[config.mk]
export PLATFORM = sky130hd
export DESIGN_NAME = anr_regs
export DESIGN_NICKNAME = d
export VERILOG_FILES = /design/src/inc/anr_pkg.sv /design/src/logic/anr_regs.sv
export VERILOG_INCLUDE_DIRS = /design/src /design/src/inc
export SDC_FILE = /design/constraint.sdc
export NUM_CORES = 1
export LEC_CHECK = 0
export BUFFER_PORTS_ARGS = -buffer_cell sky130_fd_sc_hd__buf_2
export CAP_MARGIN = 20
export CORE_UTILIZATION = 29
export CTS_CLUSTER_DIAMETER = 200
export DETAILED_ROUTE_END_ITERATION = 12
export GPL_ROUTABILITY_DRIVEN = 0
export PLACE_DENSITY = 0.61
export SLEW_MARGIN = 15
export SYNTH_ARGS = -nofsm -noshare
export SYNTH_HDL_FRONTEND = slang
export SYNTH_SLANG_ARGS = --single-unit
[constraint.sdc]
create_clock -name sys_clk_i -period 2.2 [get_ports sys_clk_i]
set_input_delay 0.22 -clock sys_clk_i [delete_from_list [all_inputs] [get_ports sys_clk_i]]
set_output_delay 0.22 -clock sys_clk_i [all_outputs]
set_load 0.01 [all_outputs]
[src/inc/anr_cfg.svh]
// Purpose: offsets, field positions, reset values for the ability registers
// Assumes: register index equals byte offset on the plain port
// Notes:   definitions only
`ifndef ANR_CFG_SVH
`define ANR_CFG_SVH

`define ANR_ADDR_W         5
`define ANR_ADV_OFF        5'h04
`define ANR_LP_OFF         5'h05
`define ANR_LPCTL_OFF      5'h10
`define ANR_NP_BIT         15
`define ANR_ACK_BIT        14
`define ANR_RF_BIT         13
`define ANR_RSV14_BIT      14
`define ANR_ASYM_BIT       11
`define ANR_PAUSE_BIT      10
`define ANR_T4_BIT         9
`define ANR_TXFD_BIT       8
`define ANR_TXHD_BIT       7
`define ANR_TFD_BIT        6
`define ANR_THD_BIT        5
`define ANR_SEL_HI         4
`define ANR_SEL_802_3      5'h01
`define ANR_SEL_802_9      5'h02
`define ANR_SEL_RSV_LO     5'h00
`define ANR_SEL_RSV_HI     5'h1f
`define ANR_LP_RESET       16'h0000
`define ANR_ADV_WMASK      16'hbfff

`endif

[src/inc/anr_pkg.sv]
// Purpose: types shared by the ability register bank
// Assumes: nothing
// Notes:   constants live in anr_cfg.svh
package anr_pkg;
    typedef enum logic [1:0] {
        ANR_ST_RESET,
        ANR_ST_STRAP,
        ANR_ST_RUN
    } anr_state_t;
endpackage

[src/logic/anr_regs.sv]
// Purpose: local advertisement and partner base page registers of one port
// Assumes: single clock, straps stable around reset release
// Notes:   straps caught on the second enabled clock edge after reset release
//
// Local design decision: strobed register access.
`include "anr_cfg.svh"

module anr_regs (
    input  wire logic                   sys_clk_i,
    input  wire logic                   resetn_i,
    input  wire logic                   clk_en_i,
    input  wire logic [`ANR_ADDR_W-1:0] addr_i,
    input  wire logic [15:0]            wdata_i,
    input  wire logic                   wr_i,
    input  wire logic                   rd_i,
    output logic      [15:0]            rdata_o,
    input  wire logic                   pause_strap_i,
    input  wire logic [3:0]             indicator_config_straps_i,
    input  wire logic [15:0]            lp_word_i,
    input  wire logic                   lp_word_valid_i,
    output logic      [15:0]            adv_word_o,
    output logic                        reserved_sel_o
);

    anr_pkg::anr_state_t state_reg;
    logic [15:0]         adv_reg;
    logic [15:0]         lp_reg;
    logic [15:0]         adv_next;
    logic [15:0]         lp_next;
    logic [15:0]         rdata_next;
    logic [15:0]         strap_adv;

    // selector codes other than the two defined ones are flagged
    function automatic logic sel_bad(input logic [4:0] sel);
        return (sel != `ANR_SEL_802_3) && (sel != `ANR_SEL_802_9);
    endfunction

    wire logic hit_adv   = (addr_i == `ANR_ADV_OFF);
    wire logic hit_lp    = (addr_i == `ANR_LP_OFF);
    wire logic adv_write = clk_en_i && wr_i && hit_adv;
    wire logic strapping = (state_reg == anr_pkg::ANR_ST_STRAP);

    // strap image: pause and the four technology defaults, selector 802.3
    assign strap_adv = {5'h00, pause_strap_i, 1'b0, indicator_config_straps_i,
                        `ANR_SEL_802_3};

    // bit 14 reserved stays zero; everything else software-owned
    assign adv_next = strapping ? strap_adv
                    : adv_write ? (wdata_i & `ANR_ADV_WMASK)
                    : adv_reg;

    // writes to the partner offset fall through: image is receive-only
    assign lp_next = lp_word_valid_i ? lp_word_i : lp_reg;

    assign rdata_next = hit_adv ? adv_reg
                      : hit_lp  ? lp_reg
                      : 16'h0000;

    always_ff @(posedge sys_clk_i or negedge resetn_i) begin
        if (!resetn_i) begin
            state_reg <= anr_pkg::ANR_ST_RESET;
        end else if (clk_en_i) begin
            unique case (state_reg)
                anr_pkg::ANR_ST_RESET: state_reg <= anr_pkg::ANR_ST_STRAP;
                anr_pkg::ANR_ST_STRAP: state_reg <= anr_pkg::ANR_ST_RUN;
                anr_pkg::ANR_ST_RUN:   state_reg <= anr_pkg::ANR_ST_RUN;
            endcase
        end
    end

    // constant reset; strap levels are loaded in the strap step instead
    always_ff @(posedge sys_clk_i or negedge resetn_i) begin
        if (!resetn_i) begin
            adv_reg <= {11'h000, `ANR_SEL_802_3};
        end else if (clk_en_i) begin
            adv_reg <= adv_next;
        end
    end

    always_ff @(posedge sys_clk_i or negedge resetn_i) begin
        if (!resetn_i) begin
            lp_reg <= `ANR_LP_RESET;
        end else if (clk_en_i) begin
            lp_reg <= lp_next;
        end
    end

    always_ff @(posedge sys_clk_i or negedge resetn_i) begin
        if (!resetn_i) begin
            rdata_o        <= 16'h0000;
            adv_word_o     <= 16'h0000;
            reserved_sel_o <= 1'b0;
        end else if (clk_en_i) begin
            rdata_o        <= rd_i ? rdata_next : 16'h0000;
            adv_word_o     <= adv_reg;
            reserved_sel_o <= sel_bad(adv_reg[`ANR_SEL_HI:0]);
        end
    end
endmodule

Yosys cells after proc, flatten, opt, wreduce, memory -nomap -nowiden

Cells that the tools add are included.

Input port bits: 48
Word-level logic and storage cells: 26
Register bits: 67

Reductions and logical operators: 8
Mux-type cells: 6
Equality and inequality tests: 6

Operators by type and width:

| cell                                                                  | number |
|---|---|
| 16-bit 2-to-1 mux                                                     | 5 |
| 5-bit by 3-bit equality test with 1-bit output, second input constant | 2 |
| 5-bit by 1-bit != test with 1-bit output, second input constant       | 1 |
| 5-bit by 2-bit != test with 1-bit output, second input constant       | 1 |
| 2-bit one-hot mux with 2 select lines                                 | 1 |
| 2-bit AND reduction                                                   | 2 |
| 1-bit logical AND                                                     | 3 |
| 2-bit by 1-bit equality test with 1-bit output, second input constant | 1 |
| 2-bit equality test, second input constant                            | 1 |
| 2-bit zero test                                                       | 1 |
| 2-bit nonzero test                                                    | 1 |
| 2-bit OR reduction                                                    | 1 |

Logic depth before layout (Yosys ltp)

Gate-level depths: netlist (run 1).

Word-level depth: 4
Gate-level depth with buffers: 6
Mapped depth without buffers: 5

Worst setup path after synthesis (run 1)

No wires, ideal clock.

Path type: input to register
From: input port addr_i[3]
To: register adv_reg[6]
Cell stages on the path: 4
Data required time: 2.063 ns
Setup slack: 0.798 ns
Data arrival time: 1.265 ns
Buffers on the path: 1
Cells stage by stage: or4b_4 buf_6 o41ai_2 a2bb2oi_1

Word-level cells in the longest chain between the ends: 4

RTL lines:

| item                                                     | line           | source |
|---|---|---|
| start, declared                                          | anr_regs.sv:12 | `` input wire logic [`ANR_ADDR_W-1:0] addr_i, `` |
| 5-bit by 3-bit equality test with 1-bit output (no line) | n/a            |  |
| 1-bit logical AND                                        | anr_regs.sv:40 | `wire logic adv_write = clk_en_i && wr_i && hit_adv;` |
| 2-bit nonzero test (no line)                             | n/a            |  |
| 2-bit AND reduction (no line)                            | n/a            |  |
| end signal, assigned                                     | anr_regs.sv:74 | `` adv_reg <= {11'h000, `ANR_SEL_802_3}; `` |
| end signal, assigned                                     | anr_regs.sv:76 | `adv_reg <= adv_next;` |
| end, declared                                            | anr_regs.sv:26 | `logic [15:0] adv_reg;` |

Every way passes these cells.
A chain may end at the register's enable or synchronous reset.

Worst setup path in the final report (run 1)

From: register state_reg[0]
To: register adv_reg[8]

Word-level cells in the longest chain between the ends: 3
Elaborated cells between the ends (all ways): 4

RTL lines:

| item                                               | line           | source |
|---|---|---|
| start, declared                                    | anr_regs.sv:25 | `anr_pkg::anr_state_t state_reg;` |
| start signal, assigned                             | anr_regs.sv:61 | `state_reg <= anr_pkg::ANR_ST_RESET;` |
| start signal, assigned                             | anr_regs.sv:64 | `anr_pkg::ANR_ST_RESET: state_reg <= anr_pkg::ANR_ST_STRAP;` |
| start signal, assigned                             | anr_regs.sv:65 | `anr_pkg::ANR_ST_STRAP: state_reg <= anr_pkg::ANR_ST_RUN;` |
| 2-bit by 1-bit equality test with 1-bit output (*) | anr_regs.sv:41 | `wire logic strapping = (state_reg == anr_pkg::ANR_ST_STRAP);` |
| 2-bit nonzero test (no line)                       | n/a            |  |
| 2-bit AND reduction (no line)                      | n/a            |  |

Mark *: on every way between the ends. The rest lies on a longest branch, timed or not.

==> report_table.html, run 1 <==
<table>
<tr><th>Metric</th><th>Value</th></tr>
<tr><th colspan="2">Setup path</th></tr>
<tr><td>Arrival time at the worst endpoint</td><td>1.88 ns</td></tr>
<tr><td>Type of element capturing the critical path</td><td>register</td></tr>
<tr><td>Required arrival time at the worst endpoint</td><td>2.41 ns</td></tr>
<tr><td>Crit-path max FO</td><td>16</td></tr>
<tr><td>Critical Path Source Type</td><td>register</td></tr>
<tr><td>Crit path kind</td><td>register to register</td></tr>
<tr><th colspan="2">Placed design</th></tr>
<tr><td>Number of cells in the design after placement</td><td>428</td></tr>
<tr><td>Detailed-placement wirelength estimate</td><td>4990 um</td></tr>
<tr><td>PortBufs</td><td>78</td></tr>
<tr><td>Cell Area, Placed</td><td>0.00340 mm2</td></tr>
<tr><th colspan="2">Floorplan</th></tr>
<tr><td>Initial Util</td><td>30.5%</td></tr>
<tr><td>Num ports</td><td>81</td></tr>
<tr><td>Height of the die</td><td>101 um</td></tr>
<tr><td>Num rows</td><td>35</td></tr>
<tr><td>Die Area</td><td>0.0103 mm2</td></tr>
<tr><td>Horizontal die dimension</td><td>101 um</td></tr>
<tr><td>Core ar.</td><td>0.00937 mm2</td></tr>
<tr><th colspan="2">Finish</th></tr>
<tr><td>Fraction of final layout cells sized beyond drive strength 1</td><td>44.3%</td></tr>
<tr><td>Cell area after layout</td><td>0.00366 mm2</td></tr>
<tr><td>Synth-to-layout area growth</td><td>28.1%</td></tr>
<tr><td>Final cell count without fillers</td><td>445</td></tr>
<tr><td>Number of antenna diodes</td><td>0</td></tr>
<tr><td>Nets</td><td>360</td></tr>
<tr><th colspan="2">Timing</th></tr>
<tr><td>Final setup viols</td><td>0</td></tr>
<tr><td>Worst slew margin</td><td>56.1%</td></tr>
<tr><td>Hold Vio Cnt, Final</td><td>0</td></tr>
<tr><td>Timing-limited maximum frequency</td><td>598 MHz</td></tr>
<tr><td>Slew at the pin closest to its max-slew limit</td><td>0.659 ns</td></tr>
<tr><td>RSZ-0062 raised after global routing</td><td>no</td></tr>
<tr><td>Clock skew after layout</td><td>0.00852 ns</td></tr>
<tr><td>Number of pins exceeding their max-slew limit in the final report</td><td>0</td></tr>
<tr><td>Summed negative setup slack over all endpoints</td><td>0 ns</td></tr>
<tr><td>Minimum clock period</td><td>1.67 ns</td></tr>
<tr><td>Tcrit/Tclk final</td><td>76.0%</td></tr>
<tr><th colspan="2">Yosys</th></tr>
<tr><td>Sequential fraction of the synthesis area</td><td>57.0%</td></tr>
<tr><td>Multiplexer share of the synthesized area</td><td>18.2%</td></tr>
<tr><td>Biggest area contributors in the synthesized netlist</td><td>dfrtp_1 56%, mux2_2 13%, mux2i_1 5.6%</td></tr>
<tr><td>Synth Area in Adders</td><td>0.438%</td></tr>
<tr><td>Synthesized Nets</td><td>276</td></tr>
<tr><td>Mapped cell area</td><td>0.00286 mm2</td></tr>
<tr><td>Yosys reg bits</td><td>65</td></tr>
<tr><td>XOR/XNOR share of the synthesized area</td><td>0.307%</td></tr>
<tr><td>Area fraction in compound gates after synthesis</td><td>12.0%</td></tr>
<tr><td>Post-Synthesis Mean Instance Area</td><td>12.6 um2</td></tr>
<tr><td>Main combinational cell family by area after synthesis</td><td>multiplexers</td></tr>
<tr><td>Yosys warns</td><td>0</td></tr>
<tr><td>Dominant cell type by area after synthesis</td><td>dfrtp_1</td></tr>
<tr><td>Post-synth cell types</td><td>36</td></tr>
<tr><td>Synth Instances</td><td>227</td></tr>
<tr><td>Proportion of netlist area held by the largest area contributor</td><td>56.1%</td></tr>
<tr><td>Area share of and/or/nand/nor cells after synthesis</td><td>6.61%</td></tr>
<tr><th colspan="2">Pwr</th></tr>
<tr><td>Leakage power summed over all cells</td><td>1.74 nW</td></tr>
<tr><td>Worst supply voltage drop on vdd</td><td>0.279 mV</td></tr>
<tr><td>Power Dens Cells</td><td>823 mW/mm2</td></tr>
<tr><th colspan="2">Drt</th></tr>
<tr><td>WL/cell</td><td>15.9 um</td></tr>
<tr><td>Detail-routed via count per cell</td><td>4.67</td></tr>
<tr><td>Iteration-0 DRC count of the detailed router</td><td>49</td></tr>
<tr><td>Routed wire length</td><td>7080 um</td></tr>
<tr><td>Residual DRC count</td><td>0</td></tr>
<tr><td>Post-detailed-route count of antenna-violating nets</td><td>0</td></tr>
<tr><td>TritonRoute pass-1 iters</td><td>4</td></tr>
<tr><td>Vias</td><td>2080</td></tr>
<tr><th colspan="2">Clocking</th></tr>
<tr><td>Clock slew seen by the registers of the worst setup and hold paths</td><td>0.08 ns</td></tr>
<tr><td>Number of H-tree branching levels</td><td>3</td></tr>
<tr><td>Clock latency of the later-clocked register in the worst-skew pair</td><td>0.34 ns</td></tr>
<tr><td>Sink Count</td><td>65</td></tr>
<tr><td>CTS tree</td><td>built</td></tr>
<tr><td>Buffers from clock root to sink, at most</td><td>2</td></tr>
<tr><td>Number of clock buffers inserted by TritonCTS</td><td>9</td></tr>
<tr><td>Clk root buf</td><td>clkbuf_8</td></tr>
<tr><th colspan="2">Status</th></tr>
<tr><td>Outcome</td><td>completed</td></tr>
<tr><th colspan="2">Global routing</th></tr>
<tr><td>Total grt overflow</td><td>0</td></tr>
<tr><td>Global-route wire length before repair</td><td>11400 um</td></tr>
<tr><td>Antenna violations before repair</td><td>0</td></tr>
<tr><td>Maximum number of pins on one net before global-route repair</td><td>31</td></tr>
<tr><td>GR Util All Layers</td><td>15.1%</td></tr>
<tr><td>Number of global-route vias before repair</td><td>2185</td></tr>
<tr><th colspan="2">Job</th></tr>
<tr><td>Maximum Capacitance Violations</td><td>0</td></tr>
<tr><th colspan="2">Worst hold path</th></tr>
<tr><td>Type of the tightest min-delay check</td><td>primary input to register</td></tr>
</table>
## what timing repair did
| action | CTS | global route |
|---|---|---|
| resized for setup | 0 | 0 |
| setup endpoints to repair | 0 | 0 |
| hold buffers | 1 | 0 |
| hold endpoints to repair | 27 | 0 |
| setup buffers | 0 | 0 |
## cell families (layout without fill, tap and decap cells)
kind of cell / count (synthesis) / count (layout)
other cells: 1 / 1
fa+ha+maj: 1 / 1
flops: 65 / 65
buf+inv: 36 / 125
xor+xnor: 1 / 1
mux: 48 / 48
simple gates: 31 / 31
compound gates: 44 / 44
## layout by cell type (no fill, tap or decap), drive strengths merged, types with 2 or more instances in the layout
cell / n
nor2: 2
o21ai: 7
a22o: 4
o41ai: 4
nand2b: 10
inv: 23
nand3b: 2
nor2b: 5
dfrtp: 64
bufinv: 3
nor3: 3
a2bb2oi: 4
o311ai: 5
clkinv: 3
mux2i: 16
buf: 86
clkbuf: 9
o22ai: 16
nand2: 4
mux2: 32
## worst paths after layout
path / from / to / slack (ns) / cells past startpoint
worst max-delay path: state_reg[0]$_DFFE_PN0P_ / adv_reg[8]$_DFFE_PN0P_ / 0.53 / 4
worst min-delay path: wdata_i[1] / adv_reg[1]$_DFFE_PN0P_ / 0.10 / 2
worst max register to register: state_reg[0]$_DFFE_PN0P_ / adv_reg[8]$_DFFE_PN0P_ / 0.53 / 4
worst min register to register: adv_word_o[3]$_DFFE_PN0P_ / adv_word_o[3]$_DFFE_PN0P_ / 0.51 / 1
max in group asynchronous: resetn_i / lp_reg[6]$_DFFE_PN0P_ / 0.99 / 3
min in group asynchronous: resetn_i / rdata_o[5]$_DFFE_PN0P_ / 0.44 / 2
## layer usage
| layer | GRT usage, % | wire length (um) |
|---|---|---|
| met3 | 3.38 | 291 |
| met5 | 0 | 0 |
| met4 | 7.25 | 193 |
| met1 | 20.0 | 3280 |
| met2 | 23.5 | 3310 |
## critical path: stages (launching register included)
cell	delay, ns
dfrtp_1	0.39
ha_1	0.34
buf_4	0.26
o41ai_2	0.43
a2bb2oi_1	0.11
## power breakdown
group	switching, W	leakage, nW	total [W]	internal [W]
Sequential	0.0000754	0.791	0.00139	0.00131
Clock	0.000499	0.126	0.00126	0.000766
Combinational	0.000167	0.818	0.000359	0.000192
Total	0.000741	1.74	0.00301	0.00227
## stage by stage
stage          setup WS, ns  total power [W]  hold WS, ns  utilization, %
2_1_floorplan         0.798          0.00160      -0.0756               -
3_3_place_gp          0.499          0.00176        0.285            36.3
3_5_place_dp          0.486          0.00178        0.300            36.3
4_1_cts               0.559          0.00307       0.0841            39.1
5_1_grt               0.407          0.00318       0.0861            39.1
6_report              0.527          0.00301        0.101            39.1
## layout make-up
type | count | area (um2)
clock inverters | 7 | 128
clock buffers | 9 | 124
flip-flops and latches | 65 | 1630
inverters | 22 | 82.6
repair buffers | 87 | 460
multi-input cells | 126 | 1080
fillers | 951 | 5710
well taps | 129 | 161
## synth_stat cells
master     count
nor4b_1        1
o41ai_1        1
nand2b_1      10
o311ai_0       5
nand3_1        1
dfrtp_1       64
nor2_1         2
nand2_1        4
dfstp_2        1
clkbuf_1       5
buf_4          1
buf_1          2
a2bb2oi_1      4
ha_1           1
a31oi_1        1
a22o_1         4
nor3_1         3
buf_6          1
o21ai_2        1
and3b_1        1
o41ai_2        3
o21a_1         1
inv_1         22
nor2b_1        5
conb_1         1
o32a_1         1
nand3b_1       2
a21boi_0       1
mux2i_1       16
nor4_1         1
xor2_1         1
o22ai_1       16
buf_2          5
o21ai_0        6
or4b_4         1
mux2_2        32
(Power assumes the default switching activity.)
==> inputs of run 2 (changes only) <==
--- a/config.mk
+++ b/config.mk
@@ -6,13 +6,14 @@
 export SDC_FILE = /design/constraint.sdc
 export NUM_CORES = 1
 export LEC_CHECK = 0
+export ABC_AREA = 1
 export BUFFER_PORTS_ARGS = -buffer_cell sky130_fd_sc_hd__buf_2
 export CAP_MARGIN = 20
 export CORE_UTILIZATION = 29
 export CTS_CLUSTER_DIAMETER = 200
 export DETAILED_ROUTE_END_ITERATION = 12
 export GPL_ROUTABILITY_DRIVEN = 0
-export PLACE_DENSITY = 0.61
+export PLACE_DENSITY = 0.6
 export SLEW_MARGIN = 15
 export SYNTH_ARGS = -nofsm -noshare
 export SYNTH_HDL_FRONTEND = slang
==> constraint.sdc (replaced) <==
create_clock -name sys_clk_i -period 1.6 [get_ports sys_clk_i]
set_input_delay 0.16 -clock sys_clk_i [delete_from_list [all_inputs] [get_ports sys_clk_i]]
set_output_delay 0.16 -clock sys_clk_i [all_outputs]
set_load 0.01 [all_outputs]
==> run 2 against run 1 <==
Fmax is 19% higher. Critical endpoint is now adv_reg[4]$_DFFE_PN0P_. Synthesized cell count is 43% higher. Setup slack worse by 0.34 ns. First-iteration DRC count is 130% higher. Final area is 1.4% higher. Sequential power is 68% higher. Combinational power grew to 4.1 times the previous value. Non-clock buffer count is 4 higher. Power is 72% higher. Clock power is 9% higher. Wire length hardly changed. Clock skew is 0.0012 ns lower.
==> report_table.html, run 2 <==
<table>
<tr><th>Metric</th><th>Value</th></tr>
<tr><th colspan="2">Yosys</th></tr>
<tr><td>Number of enable flip-flop cells after synthesis</td><td>0 (unchanged)</td></tr>
<tr><td>Synth Instances</td><td>324 (+43%)</td></tr>
<tr><td>Post-synth cell types</td><td>29 (-19%)</td></tr>
<tr><td>Yosys warns</td><td>0 (unchanged)</td></tr>
<tr><td>Biggest area contributors in the synthesized netlist</td><td>dfrtp_1 54%, nand2_1 13%, o21ai_0 4.9%</td></tr>
<tr><td>Proportion of netlist area held by the largest area contributor</td><td>54.4% (-1.6 points)</td></tr>
<tr><td>Top cell types by occurrence after synthesis</td><td>104 x nand2_1, 64 x dfrtp_1, 29 x inv_1, 29 x o21ai_0, 17 x nor2_1</td></tr>
<tr><td>Mapped cell area</td><td>0.00294 mm2 (+3.0%)</td></tr>
<tr><td>Dominant synthesized flop cell</td><td>dfrtp_1</td></tr>
<tr><td>Synthesized Nets</td><td>373 (+35%)</td></tr>
<tr><td>Synth async-reset ratio</td><td>100% (unchanged)</td></tr>
<tr><td>Cell with the most instances after synthesis</td><td>nand2_1</td></tr>
<tr><td>Yosys reg bits</td><td>65 (unchanged)</td></tr>
<tr><td>Dominant cell type by area after synthesis</td><td>dfrtp_1</td></tr>
<tr><td>Sequential fraction of the synthesis area</td><td>55.3% (-1.7 points)</td></tr>
<tr><td>Post-Synthesis Mean Instance Area</td><td>9.08 um2 (-28%)</td></tr>
<tr><th colspan="2">Floorplan</th></tr>
<tr><td>Height of the die</td><td>103 um (+1.5%)</td></tr>
<tr><td>Num ports</td><td>81 (unchanged)</td></tr>
<tr><td>Initial Util</td><td>30.0% (-0.51 points)</td></tr>
<tr><td>Core ar.</td><td>0.00982 mm2 (+4.8%)</td></tr>
<tr><td>Num rows</td><td>36 (+2.9%)</td></tr>
<tr><td>Horizontal die dimension</td><td>103 um (+1.5%)</td></tr>
<tr><td>Die Area</td><td>0.0106 mm2 (+3.0%)</td></tr>
<tr><th colspan="2">Pwr</th></tr>
<tr><td>Switching part of the total power</td><td>34.6% (+10 points)</td></tr>
<tr><td>Worst supply voltage drop on vdd</td><td>0.558 mV (+100%)</td></tr>
<tr><td>Overall power</td><td>0.00517 W (+72%)</td></tr>
<tr><td>Power Dens Cells</td><td>1390 mW/mm2 (+69%)</td></tr>
<tr><td>Cell internal power dissipation</td><td>0.00338 W (+49%)</td></tr>
<tr><td>Combinational cell fraction of total power</td><td>28.3% (+16 points)</td></tr>
<tr><td>Register share of total power</td><td>45.3% (-0.8 points)</td></tr>
<tr><td>Leakage power summed over all cells</td><td>2.00 nW (+15%)</td></tr>
<tr><td>Clock power share</td><td>26.5% (-15 points)</td></tr>
<tr><td>Switching power</td><td>0.00179 W (+140%)</td></tr>
<tr><th colspan="2">Clocking</th></tr>
<tr><td>Clock slew seen by the registers of the worst setup and hold paths</td><td>0.08 ns (about the same)</td></tr>
<tr><td>Clock latency of the later-clocked register in the worst-skew pair</td><td>0.34 ns (about the same)</td></tr>
<tr><td>Clk root buf</td><td>clkbuf_8</td></tr>
<tr><td>Buffers from clock root to sink, at most</td><td>2 (unchanged)</td></tr>
<tr><td>Sink Count</td><td>65 (unchanged)</td></tr>
<tr><td>Number of H-tree branching levels</td><td>3 (unchanged)</td></tr>
<tr><td>Number of clock buffers inserted by TritonCTS</td><td>9 (unchanged)</td></tr>
<tr><td>Number of setup buffers added after CTS</td><td>0 (unchanged)</td></tr>
<tr><td>CTS tree</td><td>built</td></tr>
<tr><th colspan="2">Timing</th></tr>
<tr><td>Final setup viols</td><td>0 (unchanged)</td></tr>
<tr><td>Hold Vio Cnt, Final</td><td>0 (unchanged)</td></tr>
<tr><td>Clock skew after layout</td><td>0.00729 ns (-0.00123 ns)</td></tr>
<tr><td>Timing-limited maximum frequency</td><td>710 MHz (+19%)</td></tr>
<tr><td>RSZ-0062 raised after global routing</td><td>no</td></tr>
<tr><td>Minimum clock period</td><td>1.41 ns (-0.264 ns)</td></tr>
<tr><td>Tcrit/Tclk final</td><td>88.1% (+12 points)</td></tr>
<tr><td>Summed negative setup slack over all endpoints</td><td>0 ns (unchanged)</td></tr>
<tr><td>Number of pins exceeding their max-slew limit in the final report</td><td>0 (unchanged)</td></tr>
<tr><th colspan="2">Placed design</th></tr>
<tr><td>PortBufs</td><td>78 (unchanged)</td></tr>
<tr><td>Detailed-placement wirelength estimate</td><td>5470 um (+9.5%)</td></tr>
<tr><td>Cell Area, Placed</td><td>0.00350 mm2 (+3.1%)</td></tr>
<tr><td>Number of cells in the design after placement</td><td>530 (+24%)</td></tr>
<tr><th colspan="2">Setup path</th></tr>
<tr><td>Type of element capturing the critical path</td><td>register</td></tr>
<tr><td>Arrival time at the worst endpoint</td><td>1.64 ns (-0.24 ns)</td></tr>
<tr><td>Critical Path Source Type</td><td>register</td></tr>
<tr><td>Critical-path cell with the highest stage delay</td><td>dfrtp_1</td></tr>
<tr><td>Worst path top cell family by delay</td><td>simple AND/OR/NAND/NOR gates</td></tr>
<tr><td>Critical Path Max Stage Delay</td><td>0.36 ns (-0.07 ns)</td></tr>
<tr><td>Cell depth of the worst setup path</td><td>7 (+3)</td></tr>
<tr><td>R2R cell count</td><td>7 (+3)</td></tr>
<tr><td>Crit-path max FO</td><td>15 (-1)</td></tr>
<tr><td>Crit path buffers/inverters</td><td>2 (+1)</td></tr>
<tr><td>Crit path kind</td><td>register to register</td></tr>
<tr><td>Cells along the critical path</td><td>inv_1, ha_1, inv_1, nand2_2, nand2_4, nand2_1, nand2_1</td></tr>
<tr><td>Required arrival time at the worst endpoint</td><td>1.83 ns (-0.58 ns)</td></tr>
<tr><th colspan="2">Drt</th></tr>
<tr><td>Post-detailed-route count of antenna-violating nets</td><td>0 (unchanged)</td></tr>
<tr><td>TritonRoute pass-1 iters</td><td>4 (unchanged)</td></tr>
<tr><td>WL/cell</td><td>12.9 um (-19%)</td></tr>
<tr><td>Detail-routed via count per cell</td><td>4.31 (-7.8%)</td></tr>
<tr><td>Vias</td><td>2357 (+13%)</td></tr>
<tr><td>Residual DRC count</td><td>0 (unchanged)</td></tr>
<tr><td>Routed wire length</td><td>7070 um (about the same)</td></tr>
<tr><td>Iteration-0 DRC count of the detailed router</td><td>113 (+130%)</td></tr>
<tr><th colspan="2">Global routing</th></tr>
<tr><td>Antenna violations before repair</td><td>0 (unchanged)</td></tr>
<tr><td>GR Util All Layers</td><td>14.4% (-0.68 points)</td></tr>
<tr><td>Met1 Use GR</td><td>19.2% (-0.78 points)</td></tr>
<tr><td>Global-route wire length before repair</td><td>11200 um (-1.9%)</td></tr>
<tr><td>Peak-usage layer in the global routing report</td><td>met2</td></tr>
<tr><td>Met3 track demand over resource in global routing</td><td>4.95% (+1.6 points)</td></tr>
<tr><td>Total grt overflow</td><td>0 (unchanged)</td></tr>
<tr><td>Maximum number of pins on one net before global-route repair</td><td>66 (+110%)</td></tr>
<tr><td>Met2 usage in global routing</td><td>21.7% (-1.8 points)</td></tr>
<tr><td>Number of global-route vias before repair</td><td>2249 (+2.9%)</td></tr>
<tr><th colspan="2">Finish</th></tr>
<tr><td>Total of fill cells in the finished design</td><td>1050 (+10%)</td></tr>
<tr><td>Layout Utilization</td><td>37.8% (-1.3 points)</td></tr>
<tr><td>Synth-to-layout area growth</td><td>26.1%</td></tr>
<tr><td>Number of antenna diodes</td><td>0 (unchanged)</td></tr>
<tr><td>Final cell count without fillers</td><td>547 (+23%)</td></tr>
<tr><td>Seq. cell area</td><td>0.00163 mm2 (unchanged)</td></tr>
<tr><td>Area taken by multi-input logic gates</td><td>0.00110 mm2 (+2.7%)</td></tr>
<tr><td>Fraction of final layout cells sized beyond drive strength 1</td><td>31.4% (-13 points)</td></tr>
<tr><td>Nets</td><td>458 (+27%)</td></tr>
<tr><td>Most common library cell in the layout ignoring fill and taps</td><td>nand2_1</td></tr>
<tr><td>Commonest cells after routing, fill and taps aside</td><td>104 x nand2_1, 78 x buf_2, 64 x dfrtp_1</td></tr>
<tr><td>Cell area after layout</td><td>0.00371 mm2 (+1.4%)</td></tr>
<tr><th colspan="2">Worst hold path</th></tr>
<tr><td>Type of the tightest min-delay check</td><td>primary input to register</td></tr>
<tr><td>Hold Path Depth</td><td>2 (unchanged)</td></tr>
<tr><th colspan="2">Status</th></tr>
<tr><td>Outcome</td><td>completed</td></tr>
<tr><th colspan="2">Job</th></tr>
<tr><td>Maximum Capacitance Violations</td><td>0 (unchanged)</td></tr>
</table>
==> run 2: metrics by stage <==
step | hold WS (ns) | setup WS [ns]
after floorplan | -0.136 | 0.301
after global placement | 0.200 | 0.210
after detailed placement | 0.204 | 0.194
after CTS | 0.0241 | 0.162
after global routing | 0.0244 | 0.0233
final | 0.0425 | 0.191
==> run 2: kinds of logic after synthesis <==
family / share of synthesized area, %
fa+ha+maj: 0.425
buf+inv: 7.14
flops: 55.3
xor+xnor: 0.298
mux: 6.76
simple gates: 23.7
compound gates: 6.25
other cells: 0.127
==> run 2: area by class of cell <==
class	count	share of cell area, %
clock buffer	9	3.34
clock inverter	7	1.92
inverter	30	3.04
multi-input combinational	212	29.8
sequential	65	43.9
tap	133	4.49
timing repair buffer	91	13.6
==> run 2: what timing repair did <==
action / in CTS / in global routing
endpoints found under the hold margin: 64 / 0
resized for setup: 0 / 0
hold buffers: 1 / 0
==> run 2: worst paths after layout <==
| check | from | endpoint | slack, ns |
|---|---|---|---|
| min reg2reg | adv_reg[7]$_DFFE_PN0P_ | adv_reg[7]$_DFFE_PN0P_ | 0.48 |
| min | lp_word_i[7] | lp_reg[7]$_DFFE_PN0P_ | 0.04 |
| max in group asynchronous | resetn_i | adv_reg[0]$_DFFE_PN1P_ | 0.93 |
| max reg2reg | state_reg[1]$_DFFE_PN0P_ | adv_reg[4]$_DFFE_PN0P_ | 0.19 |
| max | state_reg[1]$_DFFE_PN0P_ | adv_reg[4]$_DFFE_PN0P_ | 0.19 |
| min in group asynchronous | resetn_i | adv_word_o[3]$_DFFE_PN0P_ | 0.37 |
==> run 2: power groups by stage <==
stage | Clock (W) | Sequential, W | Combinational [W]
finish | 0.00137 | 0.00234 | 0.00146
global route | 0.00146 | 0.00239 | 0.00166
CTS | 0.00140 | 0.00235 | 0.00149
detailed placement | 0 | 0.00237 | 0.00149
global placement | 0 | 0.00237 | 0.00145
floorplan | 0 | 0.00238 | 0.000868
==> run 2: metal layers <==
layer	routed length, um	vias up
met3	425	7
met4	93	0
met2	3130	56
li1	-	1214
met1	3420	1080
met5	0	-
